### src/odsm_pkg.sv
// Summary of operation
// [RULE_01] Eight data sets in speed, torque, tension modes; four in position mode.
// [RULE_02] Stored operation data is held in the device, not in the panel.
// [RULE_03] Active data number is the binary value of select bits; two bits in position mode.
// [RULE_04] Edit lock refuses every change to operation data.
// [RULE_05] Out-of-range entry is rejected and an error shows for one second.
// [RULE_06] Position torque limit accepts 0 to 300 percent, resets to 0.
// [RULE_07] Damping frequency accepts 7.00 to 100.00 Hz, initial value 30.00 Hz.
// [RULE_08] Speed monitor in r/min, negative for CCW, or unsigned magnitude if selected.
// [RULE_09] Speed monitor optionally divided by deceleration ratio for gear output shaft.
// [RULE_10] Torque monitor reports percent, rated torque reads as 100.
// [RULE_11] Inertia monitor reports load to rotor inertia percent, 100 when equal.
// [RULE_12] Report data number in use, and select-input number in tension mode only.
// [RULE_13] Position mode only: command position relative to home, in steps.
// [RULE_14] Tension mode only: tension command, winding revolutions and roll diameter.
// [RULE_15] Alarm code with alarm reset and history clear; warning code with history clear.
// [RULE_16] Some alarms cannot be reset from the panel; only power cycle clears them.
// [RULE_17] Warning history is erased when driver power is removed.
// [RULE_18] Display blinks while alarm reset or history clear is in progress.
// [RULE_19] I/O monitor maps each signal to one digit, lit when on.
// [RULE_20] Analog speed and torque input voltages reported in 0.1 volt steps.
// [RULE_21] Monitored values kept within plus or minus 19,999,999.
// [RULE_22] Range check comes before commit; rejected entry leaves old value.
package odsm_pkg;
    typedef enum logic [1:0] {ODSM_POSITION, ODSM_SPEED, ODSM_TORQUE, ODSM_TENSION} odsm_mode_e;

    localparam logic [7:0] ADDR_CTRL = 8'h00;
    localparam logic [7:0] ADDR_DATA_WR = 8'h04;
    localparam logic [7:0] ADDR_DATA_IDX = 8'h08;
    localparam logic [7:0] ADDR_DATA_RD = 8'h0C;
    localparam logic [7:0] ADDR_STATUS = 8'h10;
    localparam logic [7:0] ADDR_SPEED = 8'h14;
    localparam logic [7:0] ADDR_TORQUE = 8'h18;
    localparam logic [7:0] ADDR_INERTIA = 8'h1C;
    localparam logic [7:0] ADDR_POSITION = 8'h20;
    localparam logic [7:0] ADDR_TENSION = 8'h24;
    localparam logic [7:0] ADDR_REVS = 8'h28;
    localparam logic [7:0] ADDR_ROLL = 8'h2C;
    localparam logic [7:0] ADDR_IO = 8'h30;
    localparam logic [7:0] ADDR_ANALOG = 8'h34;
    localparam logic [7:0] ADDR_GEAR = 8'h38;
    localparam logic [7:0] ADDR_ALARM = 8'h3C;

    localparam int CTRL_MODE_LSB = 0;
    localparam int CTRL_LOCK_BIT = 2;
    localparam int CTRL_ABS_BIT = 3;
    localparam int CTRL_GEAR_BIT = 4;
    localparam int CTRL_ALM_RST_BIT = 8;
    localparam int CTRL_ALM_CLR_BIT = 9;
    localparam int CTRL_WRN_CLR_BIT = 10;
    localparam int DWR_IDX_LSB = 16;
    localparam int DWR_ITEM_BIT = 20;

    localparam int SETS_FULL = 8;
    localparam int SETS_POSITION = 4;
    localparam int TRQ_W = 9;
    localparam int DAMP_W = 14;
    localparam logic [15:0] TRQ_MAX = 16'h012C;
    localparam logic [15:0] DAMP_MIN = 16'h02BC;
    localparam logic [15:0] DAMP_MAX = 16'h2710;
    localparam logic [TRQ_W-1:0] TRQ_RESET = 9'h000;
    localparam logic [DAMP_W-1:0] DAMP_RESET = 14'h0BB8;
    localparam logic [7:0] CTRL_RESET = 8'h00;
    localparam logic [15:0] GEAR_RESET = 16'h0001;
    localparam logic signed [31:0] MON_LIMIT = 32'sh01312CFF;
    localparam logic signed [15:0] MV_PER_STEP = 16'sh0064;
    localparam logic [3:0] HIST_MAX = 4'hA;

    localparam int CLK_HZ = 10_000_000;
    localparam int ERR_TIME_MS = 1000;
    localparam int ERR_CYCLES = CLK_HZ / 1000 * ERR_TIME_MS;
    localparam int CLEAR_CYCLES = 4096;
    localparam int BLINK_BITS = 12;
endpackage

### src/odsm_top.sv
// Implementation choices: the placing of the registers and the APB register port.
`timescale 1ns/10ps
module odsm_top #(
    parameter int ERR_CYCLES = odsm_pkg::ERR_CYCLES,
    parameter int CLEAR_CYCLES = odsm_pkg::CLEAR_CYCLES,
    parameter int IO_W = 16
) (
    input wire logic core_clk,
    input wire logic rst,
    input wire logic psel,
    input wire logic penable,
    input wire logic pwrite,
    input wire logic [7:0] paddr,
    input wire logic [31:0] pwdata,
    output logic [31:0] prdata,
    output logic pready,
    output logic pslverr,
    input wire logic data_select_bit0,
    input wire logic data_select_bit1,
    input wire logic data_select_bit2,
    input wire logic [IO_W-1:0] io_signals,
    input wire logic signed [31:0] speed_rpm,
    input wire logic signed [31:0] torque_pct,
    input wire logic signed [31:0] inertia_pct,
    input wire logic signed [31:0] cmd_position,
    input wire logic signed [31:0] tension_cmd,
    input wire logic signed [31:0] winding_revs,
    input wire logic signed [31:0] roll_diameter,
    input wire logic signed [15:0] analog_speed_mv,
    input wire logic signed [15:0] analog_torque_mv,
    input wire logic alarm_event,
    input wire logic [7:0] alarm_code,
    input wire logic alarm_no_reset,
    input wire logic warning_event,
    input wire logic [7:0] warning_code,
    output logic [2:0] op_number,
    output logic [odsm_pkg::TRQ_W-1:0] active_torque_limit,
    output logic [odsm_pkg::DAMP_W-1:0] active_damping,
    output logic alarm_active,
    output logic display_error,
    output logic display_blink,
    output logic [IO_W-1:0] io_display
);
    localparam int ERR_W = $clog2(ERR_CYCLES + 1);
    localparam int CLR_W = $clog2(CLEAR_CYCLES + 1);

    // The error display must outlast the eight-cycle hold check
    if (ERR_CYCLES < 8 || CLEAR_CYCLES < 1 || IO_W < 1 || IO_W > 32) begin : g_bad
        $error("odsm_top: unsupported parameter value");
    end

    function automatic logic signed [31:0] clamp(input logic signed [31:0] v);
        if (v > odsm_pkg::MON_LIMIT) begin
            clamp = odsm_pkg::MON_LIMIT;
        end else if (v < -odsm_pkg::MON_LIMIT) begin
            clamp = -odsm_pkg::MON_LIMIT;
        end else begin
            clamp = v;
        end
    endfunction

    logic [7:0] ctrl_reg;
    logic [15:0] gear_reg;
    logic [2:0] rd_idx_reg;
    logic [2:0] sel_meta_reg;
    logic [2:0] sel_sync_reg;
    logic [IO_W-1:0] io_meta_reg;
    logic [IO_W-1:0] io_sync_reg;
    logic [2:0] op_num_reg;
    logic [odsm_pkg::TRQ_W-1:0] trq_mem [0:odsm_pkg::SETS_FULL-1];
    logic [odsm_pkg::DAMP_W-1:0] damp_mem [0:odsm_pkg::SETS_FULL-1];
    logic [odsm_pkg::TRQ_W-1:0] act_trq_reg;
    logic [odsm_pkg::DAMP_W-1:0] act_damp_reg;
    logic [ERR_W-1:0] err_cnt_reg;
    logic [CLR_W-1:0] busy_cnt_reg;
    logic [odsm_pkg::BLINK_BITS-1:0] blink_cnt_reg;
    logic alm_act_reg;
    logic alm_nores_reg;
    logic [7:0] alm_code_reg;
    logic [3:0] alm_hist_reg;
    logic wrn_act_reg;
    logic [7:0] wrn_code_reg;
    logic [3:0] wrn_hist_reg;
    logic [31:0] prdata_reg;
    logic pslverr_reg;

    // Decode
    wire setup_phase = psel && !penable;
    wire apb_wr = psel && penable && pwrite;
    wire wr_ctrl = apb_wr && (paddr == odsm_pkg::ADDR_CTRL);
    wire wr_data = apb_wr && (paddr == odsm_pkg::ADDR_DATA_WR);
    wire wr_idx = apb_wr && (paddr == odsm_pkg::ADDR_DATA_IDX);
    wire wr_gear = apb_wr && (paddr == odsm_pkg::ADDR_GEAR);
    wire odsm_pkg::odsm_mode_e mode = odsm_pkg::odsm_mode_e'(ctrl_reg[1:0]);
    wire mode_pos = (mode == odsm_pkg::ODSM_POSITION);
    wire mode_ten = (mode == odsm_pkg::ODSM_TENSION);
    wire edit_lock = ctrl_reg[odsm_pkg::CTRL_LOCK_BIT];

    // Commands are write-one pulses, never stored
    wire cmd_alm_rst = wr_ctrl && pwdata[odsm_pkg::CTRL_ALM_RST_BIT];
    wire cmd_alm_clr = wr_ctrl && pwdata[odsm_pkg::CTRL_ALM_CLR_BIT];
    wire cmd_wrn_clr = wr_ctrl && pwdata[odsm_pkg::CTRL_WRN_CLR_BIT];
    wire cmd_any = cmd_alm_rst || cmd_alm_clr || cmd_wrn_clr;

    // Entry check ahead of commit
    wire [2:0] entry_idx = pwdata[odsm_pkg::DWR_IDX_LSB +: 3];
    wire entry_damp = pwdata[odsm_pkg::DWR_ITEM_BIT];
    wire [15:0] entry_val = pwdata[15:0];
    wire trq_ok = entry_val <= odsm_pkg::TRQ_MAX; // RULE_06
    wire damp_ok = entry_val >= odsm_pkg::DAMP_MIN && entry_val <= odsm_pkg::DAMP_MAX; // RULE_07
    wire set_ok = !(mode_pos && entry_idx[2]); // RULE_01
    wire entry_ok = (entry_damp ? damp_ok : trq_ok) && set_ok; // RULE_22
    wire data_commit = wr_data && !edit_lock && entry_ok; // RULE_04
    wire data_reject = wr_data && !edit_lock && !entry_ok; // RULE_05
    wire err_active = (err_cnt_reg != '0);
    wire busy = (busy_cnt_reg != '0);

    // Active set number from the select inputs
    wire [2:0] sel_raw = {data_select_bit2, data_select_bit1, data_select_bit0};
    wire [2:0] sel_num = mode_pos ? {1'b0, sel_sync_reg[1:0]} : sel_sync_reg; // RULE_03

    // Monitors
    wire [15:0] gear_div = (ctrl_reg[odsm_pkg::CTRL_GEAR_BIT] && gear_reg != 16'h0000)
        ? gear_reg : 16'h0001;
    wire signed [31:0] speed_scaled = speed_rpm / $signed({16'h0000, gear_div}); // RULE_09
    wire signed [31:0] speed_clamped = clamp(speed_scaled); // RULE_21
    wire signed [31:0] speed_mon = (ctrl_reg[odsm_pkg::CTRL_ABS_BIT] && speed_clamped < 0)
        ? -speed_clamped : speed_clamped; // RULE_08
    wire signed [31:0] torque_mon = clamp(torque_pct); // RULE_10
    wire signed [31:0] inertia_mon = clamp(inertia_pct); // RULE_11
    wire signed [31:0] pos_mon = mode_pos ? clamp(cmd_position) : 32'h00000000; // RULE_13
    wire signed [31:0] ten_mon = mode_ten ? clamp(tension_cmd) : 32'h00000000; // RULE_14
    wire signed [31:0] revs_mon = mode_ten ? clamp(winding_revs) : 32'h00000000; // RULE_14
    wire signed [31:0] roll_mon = mode_ten ? clamp(roll_diameter) : 32'h00000000; // RULE_14
    wire signed [15:0] an_spd = analog_speed_mv / odsm_pkg::MV_PER_STEP; // RULE_20
    wire signed [15:0] an_trq = analog_torque_mv / odsm_pkg::MV_PER_STEP; // RULE_20
    wire [2:0] sel_report = mode_ten ? sel_sync_reg : 3'h0; // RULE_12
    wire [31:0] status_word = {19'h00000, wrn_act_reg, alm_nores_reg, alm_act_reg, busy,
        err_active, 1'b0, sel_report, 1'b0, op_num_reg};
    wire [31:0] alarm_word = {8'h00, wrn_hist_reg, alm_hist_reg, wrn_code_reg, alm_code_reg};
    wire [31:0] data_rd_word = {2'h0, damp_mem[rd_idx_reg], 7'h00, trq_mem[rd_idx_reg]};
    wire [31:0] io_word = 32'(io_sync_reg);

    // Read selection; unmapped offsets answer zero with an error
    wire hit_ctrl = paddr == odsm_pkg::ADDR_CTRL;
    wire hit_idx = paddr == odsm_pkg::ADDR_DATA_IDX;
    wire hit_drd = paddr == odsm_pkg::ADDR_DATA_RD;
    wire hit_dwr = paddr == odsm_pkg::ADDR_DATA_WR;
    wire [31:0] rd_mux =
        hit_ctrl ? {24'h000000, ctrl_reg} :
        hit_dwr ? 32'h00000000 :
        hit_idx ? {29'h00000000, rd_idx_reg} :
        hit_drd ? data_rd_word :
        (paddr == odsm_pkg::ADDR_STATUS) ? status_word :
        (paddr == odsm_pkg::ADDR_SPEED) ? speed_mon :
        (paddr == odsm_pkg::ADDR_TORQUE) ? torque_mon :
        (paddr == odsm_pkg::ADDR_INERTIA) ? inertia_mon :
        (paddr == odsm_pkg::ADDR_POSITION) ? pos_mon :
        (paddr == odsm_pkg::ADDR_TENSION) ? ten_mon :
        (paddr == odsm_pkg::ADDR_REVS) ? revs_mon :
        (paddr == odsm_pkg::ADDR_ROLL) ? roll_mon :
        (paddr == odsm_pkg::ADDR_IO) ? io_word :
        (paddr == odsm_pkg::ADDR_ANALOG) ? {an_trq, an_spd} :
        (paddr == odsm_pkg::ADDR_GEAR) ? {16'h0000, gear_reg} :
        (paddr == odsm_pkg::ADDR_ALARM) ? alarm_word : 32'h00000000;
    wire rd_hit = (paddr[1:0] == 2'h0) && (paddr <= odsm_pkg::ADDR_ALARM);

    assign pready = 1'b1;
    assign prdata = prdata_reg;
    assign pslverr = pslverr_reg;
    assign op_number = op_num_reg;
    assign active_torque_limit = act_trq_reg;
    assign active_damping = act_damp_reg;
    assign alarm_active = alm_act_reg;
    assign display_error = err_active;
    assign display_blink = busy && blink_cnt_reg[odsm_pkg::BLINK_BITS-1]; // RULE_18
    assign io_display = io_sync_reg;

    // Read data is caught in the setup cycle so it leaves a flip-flop
    always_ff @(posedge core_clk or posedge rst) begin
        if (rst) begin
            prdata_reg <= 32'h00000000;
            pslverr_reg <= 1'b0;
        end else if (setup_phase) begin
            prdata_reg <= pwrite ? 32'h00000000 : rd_mux;
            pslverr_reg <= !rd_hit;
        end
    end

    always_ff @(posedge core_clk or posedge rst) begin
        if (rst) begin
            ctrl_reg <= odsm_pkg::CTRL_RESET;
            gear_reg <= odsm_pkg::GEAR_RESET;
            rd_idx_reg <= 3'h0;
        end else begin
            if (wr_ctrl) begin
                ctrl_reg <= pwdata[7:0];
            end
            if (wr_gear) begin
                gear_reg <= pwdata[15:0];
            end
            if (wr_idx) begin
                rd_idx_reg <= pwdata[2:0];
            end
        end
    end

    // Two-stage sync on the pins; only the second stage is read
    always_ff @(posedge core_clk or posedge rst) begin
        if (rst) begin
            sel_meta_reg <= 3'h0;
            sel_sync_reg <= 3'h0;
            io_meta_reg <= '0;
            io_sync_reg <= '0;
        end else begin
            sel_meta_reg <= sel_raw;
            sel_sync_reg <= sel_meta_reg;
            io_meta_reg <= io_signals;
            io_sync_reg <= io_meta_reg; // RULE_19
        end
    end

    // Data sets live here, so removing the panel loses nothing
    generate
        for (genvar i = 0; i < odsm_pkg::SETS_FULL; i++) begin : g_set
            always_ff @(posedge core_clk or posedge rst) begin
                if (rst) begin
                    trq_mem[i] <= odsm_pkg::TRQ_RESET; // RULE_06
                    damp_mem[i] <= odsm_pkg::DAMP_RESET; // RULE_07
                end else if (data_commit && entry_idx == 3'(i)) begin
                    if (entry_damp) begin
                        damp_mem[i] <= entry_val[odsm_pkg::DAMP_W-1:0]; // RULE_02
                    end else begin
                        trq_mem[i] <= entry_val[odsm_pkg::TRQ_W-1:0]; // RULE_02
                    end
                end
            end
        end
    endgenerate

    always_ff @(posedge core_clk or posedge rst) begin
        if (rst) begin
            op_num_reg <= 3'h0;
            act_trq_reg <= odsm_pkg::TRQ_RESET;
            act_damp_reg <= odsm_pkg::DAMP_RESET;
        end else begin
            op_num_reg <= sel_num; // RULE_03
            act_trq_reg <= trq_mem[op_num_reg];
            act_damp_reg <= damp_mem[op_num_reg];
        end
    end

    // Error and busy timers; a fresh reject restarts the full second
    always_ff @(posedge core_clk or posedge rst) begin
        if (rst) begin
            err_cnt_reg <= '0;
            busy_cnt_reg <= '0;
            blink_cnt_reg <= '0;
        end else begin
            if (data_reject) begin
                err_cnt_reg <= ERR_W'(ERR_CYCLES); // RULE_05
            end else if (err_active) begin
                err_cnt_reg <= err_cnt_reg - 1'b1;
            end
            if (cmd_any) begin
                busy_cnt_reg <= CLR_W'(CLEAR_CYCLES); // RULE_18
            end else if (busy) begin
                busy_cnt_reg <= busy_cnt_reg - 1'b1;
            end
            blink_cnt_reg <= busy ? blink_cnt_reg + 1'b1 : '0;
        end
    end

    // New events win over a clear in the same cycle
    always_ff @(posedge core_clk or posedge rst) begin
        if (rst) begin
            alm_act_reg <= 1'b0;
            alm_nores_reg <= 1'b0;
            alm_code_reg <= 8'h00;
            alm_hist_reg <= 4'h0;
            wrn_act_reg <= 1'b0;
            wrn_code_reg <= 8'h00;
            wrn_hist_reg <= 4'h0; // RULE_17
        end else begin
            if (alarm_event) begin
                alm_act_reg <= 1'b1; // RULE_15
                alm_nores_reg <= alarm_no_reset;
                alm_code_reg <= alarm_code;
            end else if (cmd_alm_rst && !alm_nores_reg) begin
                alm_act_reg <= 1'b0; // RULE_16
            end
            if (cmd_alm_clr) begin
                alm_hist_reg <= alarm_event ? 4'h1 : 4'h0;
            end else if (alarm_event && alm_hist_reg != odsm_pkg::HIST_MAX) begin
                alm_hist_reg <= alm_hist_reg + 1'b1;
            end
            if (warning_event) begin
                wrn_act_reg <= 1'b1; // RULE_15
                wrn_code_reg <= warning_code;
            end else if (cmd_wrn_clr) begin
                wrn_act_reg <= 1'b0;
            end
            if (cmd_wrn_clr) begin
                wrn_hist_reg <= warning_event ? 4'h1 : 4'h0;
            end else if (warning_event && wrn_hist_reg != odsm_pkg::HIST_MAX) begin
                wrn_hist_reg <= wrn_hist_reg + 1'b1;
            end
        end
    end

    property p_lock_refuse;
        @(posedge core_clk) disable iff (rst) wr_data && edit_lock && !entry_damp
            |=> trq_mem[$past(entry_idx)] == $past(trq_mem[entry_idx]);
    endproperty
    a_lock_refuse: assert property (p_lock_refuse) else $error("commit while locked"); // RULE_04

    property p_pos_sets;
        @(posedge core_clk) disable iff (rst) wr_data && mode_pos && entry_idx[2] && !entry_damp
            |=> trq_mem[$past(entry_idx)] == $past(trq_mem[entry_idx]);
    endproperty
    a_pos_sets: assert property (p_pos_sets) else $error("position set out of four"); // RULE_01

    property p_reject_keeps;
        @(posedge core_clk) disable iff (rst)
            data_reject && !entry_damp && set_ok |=> trq_mem[$past(entry_idx)] ==
            $past(trq_mem[entry_idx]) && err_active;
    endproperty
    a_reject_keeps: assert property (p_reject_keeps) else $error("reject altered data"); // RULE_22

    property p_trq_range;
        @(posedge core_clk) disable iff (rst)
            data_commit && !entry_damp |=> trq_mem[$past(entry_idx)] <= odsm_pkg::TRQ_MAX;
    endproperty
    a_trq_range: assert property (p_trq_range) else $error("torque limit over range"); // RULE_06

    property p_damp_range;
        @(posedge core_clk) disable iff (rst)
            data_commit && entry_damp |=> damp_mem[$past(entry_idx)] >= odsm_pkg::DAMP_MIN
            && damp_mem[$past(entry_idx)] <= odsm_pkg::DAMP_MAX;
    endproperty
    a_damp_range: assert property (p_damp_range) else $error("damping out of range"); // RULE_07

    property p_err_hold;
        @(posedge core_clk) disable iff (rst) data_reject |=> display_error [*8];
    endproperty
    a_err_hold: assert property (p_err_hold) else $error("error display too short"); // RULE_05

    property p_opnum;
        @(posedge core_clk) disable iff (rst)
            1'b1 |=> op_num_reg == ($past(mode_pos) ? {1'b0, $past(sel_sync_reg[1:0])}
            : $past(sel_sync_reg));
    endproperty
    a_opnum: assert property (p_opnum) else $error("wrong operation number"); // RULE_03

    property p_nonres;
        @(posedge core_clk) disable iff (rst)
            alm_act_reg && alm_nores_reg && cmd_alm_rst |=> alm_act_reg;
    endproperty
    a_nonres: assert property (p_nonres) else $error("locked alarm was reset"); // RULE_16

    property p_blink_idle;
        @(posedge core_clk) disable iff (rst) !busy |-> !display_blink;
    endproperty
    a_blink_idle: assert property (p_blink_idle) else $error("blink while idle"); // RULE_18

    property p_speed_limit;
        @(posedge core_clk) disable iff (rst)
            speed_mon <= odsm_pkg::MON_LIMIT && speed_mon >= -odsm_pkg::MON_LIMIT;
    endproperty
    a_speed_limit: assert property (p_speed_limit) else $error("speed past limit"); // RULE_21

    property p_sel_tension;
        @(posedge core_clk) disable iff (rst) !mode_ten |-> status_word[6:4] == 3'h0;
    endproperty
    a_sel_tension: assert property (p_sel_tension) else $error("selected number shown"); // RULE_12

    c_commit: cover property (@(posedge core_clk) disable iff (rst) data_commit);
    c_reject: cover property (@(posedge core_clk) disable iff (rst) data_reject);
    c_alarm_reset: cover property (@(posedge core_clk) disable iff (rst)
        alm_act_reg && cmd_alm_rst ##1 !alm_act_reg);
    c_blink: cover property (@(posedge core_clk) disable iff (rst) display_blink);
endmodule // odsm_top

### config.mk
export PLATFORM = sky130hd
export DESIGN_NAME = odsm_top
export DESIGN_NICKNAME = d
export VERILOG_FILES = /design/src/odsm_pkg.sv /design/src/odsm_top.sv
export SDC_FILE = /design/constraint.sdc
export NUM_CORES = 2
export LEC_CHECK = 0
export BUFFER_PORTS_ARGS = -buffer_cell sky130_fd_sc_hd__buf_2
export CAP_MARGIN = 40
export CORE_MARGIN = 1
export CORE_UTILIZATION = 48
export CTS_CLUSTER_DIAMETER = 150
export CTS_CLUSTER_SIZE = 24
export DETAILED_ROUTE_END_ITERATION = 10
export GPL_ROUTABILITY_DRIVEN = 0
export GPL_TIMING_DRIVEN = 1
export PLACE_DENSITY = 0.64
export SYNTH_ARGS = -nofsm -noshare
export SYNTH_HDL_FRONTEND = slang
export SYNTH_SLANG_ARGS = --single-unit
export TNS_END_PERCENT = 20
### constraint.sdc
create_clock -name core_clk -period 209.9 [get_ports core_clk]
set_clock_uncertainty 0.2 [all_clocks]
set_input_delay 41.98 -clock core_clk [delete_from_list [all_inputs] [get_ports core_clk]]
set_output_delay 41.98 -clock core_clk [all_outputs]
set_load 0.05 [all_outputs]
==> flow_summary.ini <==
[status]
status = complete, no violations

[timing]
setup_viol = 0
fin_crit_sh = 0.7562
hold_viol_final = 0
maxSlewHeadroom = 0.3165
fin_crit_ps = 158730
maxSlewViolCount = 0
rsz0062_at_grt = no
fmax_mhz = 6.300
tns_ps = 0
max_slew.worst_pin.slew_ps = 1017

[floorplanning]
die_h_um = 324.8
core-area_mm2 = 0.1033
rows = 118
ios = 418
die_w_um = 324.8
die_area_mm2 = 0.1055
start_util = 0.4839

[run]
drv_cap = 0

[logic_synthesis]
ys_ff_latch = 384
seq_area_frac_synth = 0.1938
avgSynthCellArea_um2 = 8.033
synth_top_family_by_area = compound AO/OA/AOI/OAI gates
synthesis.nets = 6977
async_flop_share = 1.000
synth_cell_types = 128
synth_simple_gate_area_frac = 0.2181
synthXorXnorAreaFrac = 0.06305
synthFlopType = dfrtp_1
yosysWarningCount = 0
synth_compound_area_frac = 0.2557
synthesis.area_mm2 = 0.05001
syn_inst = 6225
synth_fa_ha_area_frac = 0.1057
synthMuxAreaShare = 0.1311
synth_edf_count = 0

[global_routing]
antenna_found_initial = 26
grt_use_total = 0.3278
grt_pass1_vias = 47580
grt_pass1_wl_um = 276000
globalRouteOverflowTotal = 0
grt_max_degree = 104

[setup_path]
path_buf_inv = 27
cp_common_cell = o21a_1
path_max_fanout = 39
cpLargestDelayFamily = compound AO/OA/AOI/OAI gates
rr_worst_depth = 458
r2r-end = prdata[24]$_DFFE_PP0P_
r2r-start = gear_reg[13]$_DFFE_PP0P_
crit_required_ps = 210200
crit_arrival_ps = 159020
slowest_delay_ps = 890
criticalPathCategory = in -> reg
startpoint_type = input port
crit_slowest_cell = or4b_1
end_kind = flop
crit_cells = 459
rrSetupSlack_ps = 91890

[worst_hold_path]
min_path_cells = 0
holdPathEnd = io_display[8]$_DFF_PP0_
hold_path.class = reg -> reg
hp-start = io_meta_reg[8]$_DFF_PP0_

[clock_network]
cts_tree = yes
clockBufferDepth = 3
clkTransAtPathRegs_ps = 110
post-cts-setup-buffers = 0
cts.sinks = 384
cts_buffers = 20
cts_hold_buffers = 0
cts_max_level = 1
clk_latency_ps = 610
ctsRootBufferMaster = clkbuf_16
post_cts_resized = 0

[cells_and_area]
nFillCells = 9992
register_area_mm2 = 0.009694
multiInputGateArea_mm2 = 0.03877
final_layout_size_suffix_gt1_frac = 0.1868
largest_reg_flops = 112
nets = 7248
syn_to_final_growth_pct = 8.794

[drt]
met1_length_um = 75590
dr.pass1.iters = 9
via_per_inst = 6.485
wl_per_cell_um = 22.84
top_layer = met5
vias = 51290
wl_met2_um = 81310
first_iter_violations = 4751
postRouteAntennaNets = 0
met3_length_um = 16170
wl_um = 180700
drc_errors = 0

[placement]
portBuffers = 404
dp_hpwl_um = 143400
[placed cells by master (no fill, tap or decap), types with 21 or more instances in the layout]
cell type | Yosys | routed
nor3_1 | 293 | 290
nor4_1 | 55 | 54
and3_1 | 45 | 45
o22ai_1 | 21 | 21
a22oi_1 | 24 | 24
buf_4 | 8 | 90
ha_1 | 413 | 413
o21ai_0 | 429 | 428
mux2i_1 | 67 | 67
nand3_1 | 163 | 163
buf_2 | 33 | 412
o2111ai_1 | 23 | 23
nand4_1 | 69 | 69
dfstp_2 | 64 | 64
nor2b_1 | 63 | 63
or2_2 | 75 | 75
o31ai_1 | 129 | 128
mux4_2 | 92 | 92
a21o_1 | 106 | 106
xnor2_1 | 221 | 221
nand2b_1 | 67 | 66
a221oi_1 | 30 | 30
o211ai_1 | 62 | 62
dfrtp_1 | 320 | 316
inv_1 | 135 | 134
o21ai_1 | 25 | 26
o21a_1 | 196 | 196
a211o_1 | 21 | 21
nand2_1 | 606 | 606
and2_1 | 75 | 75
or4_1 | 24 | 24
or3_1 | 84 | 84
a211oi_1 | 52 | 52
a21oi_1 | 397 | 396
xor2_1 | 139 | 139
nor2_1 | 544 | 539
a31oi_1 | 71 | 71
mux2_2 | 333 | 333
[synthesized netlist by cell type, drive strengths merged (67+ instances only)]
master / number / share of area
nand2: 607 / 0.046
nor2: 548 / 0.041
o21ai: 458 / 0.046
ha: 413 / 0.10
a21oi: 400 / 0.040
mux2: 334 / 0.075
dfrtp: 320 / 0.16
nor3: 296 / 0.030
xnor2: 221 / 0.039
o21a: 196 / 0.029
clkbuf: 184 / 0.014
nand3: 164 / 0.017
xor2: 139 / 0.024
inv: 135 / 0.010
o31ai: 131 / 0.020
a21o: 106 / 0.016
mux4: 92 / 0.041
buf: 86 / 0.0082
or3: 85 / 0.011
or2: 79 / 0.0099
and2: 75 / 0.0094
a31oi: 71 / 0.0089
mux2i: 70 / 0.014
nand4: 69 / 0.0086
nand2b: 67 / 0.0084
[worst max path at each step]
| stage | from | slack, ps | end |
|---|---|---|---|
| 2_1_floorplan | speed_rpm[9] | 66110 | prdata[24]$_DFFE_PP0P_ |
| 3_3_place_gp | speed_rpm[3] | 53170 | prdata[24]$_DFFE_PP0P_ |
| 3_5_place_dp | speed_rpm[3] | 52600 | prdata[24]$_DFFE_PP0P_ |
| 4_1_cts | speed_rpm[3] | 52730 | prdata[24]$_DFFE_PP0P_ |
| 5_1_grt | speed_rpm[3] | 42560 | prdata[24]$_DFFE_PP0P_ |
| 6_report | speed_rpm[3] | 51170 | prdata[24]$_DFFE_PP0P_ |
[layout make-up]
class	count	share of cell area
well taps	1380	0.03174
diodes	19	0.0008739
flip-flops and latches	384	0.1782
repair buffers	519	0.05600
clock buffers	32	0.01003
inverters	139	0.009751
clock inverters	4	0.0008969
multi-input cells	5432	0.7125
[per-layer routing]
layer,vias to the layer above,global-route usage
li1,24110,-
met1,24600,0.4291
met2,2140,0.5284
met3,415,0.06919
met4,20,0.1243
met5,-,0
[logic make-up (layout without fill, tap and decap cells)]
| logic type | count (synthesis) | after routing |
|---|---|---|
| simple gates | 2248 | 2248 |
| compound gates | 1902 | 1902 |
| mux | 496 | 496 |
| xor+xnor | 360 | 360 |
| flops | 384 | 384 |
| fa+ha+maj | 425 | 425 |
| other cells | 1 | 20 |
| buf+inv | 409 | 694 |
[worst register-to-register path: cells and delay by family, from the launching register on]
family                     cells  cell delay [ps]
AOI/OAI and AO/OA            265            66830
adders and majority gates     34            10700
buffers and inverters         27             6280
DFF                            1              590
muxes                         13             4570
and+or+nand+nor              119            28780
[metrics by stage]
step	setup WS [ps]	util	instance area [µm²]	cells	hold WS [ps]
after floorplan	66110	-	50010	6225	131.2
after global routing	42560	0.5261	54380	7897	149.5
after CTS	52730	0.5257	54330	7885	142.9
final	51170	0.5264	54410	7909	139.3
after detailed placement	52600	0.5200	53740	7849	134.7
after global placement	53170	0.5166	53390	7824	131.7
Power is not shown: default switching activity piles up to over one toggle a cycle in this logic, so the estimate is an artifact.
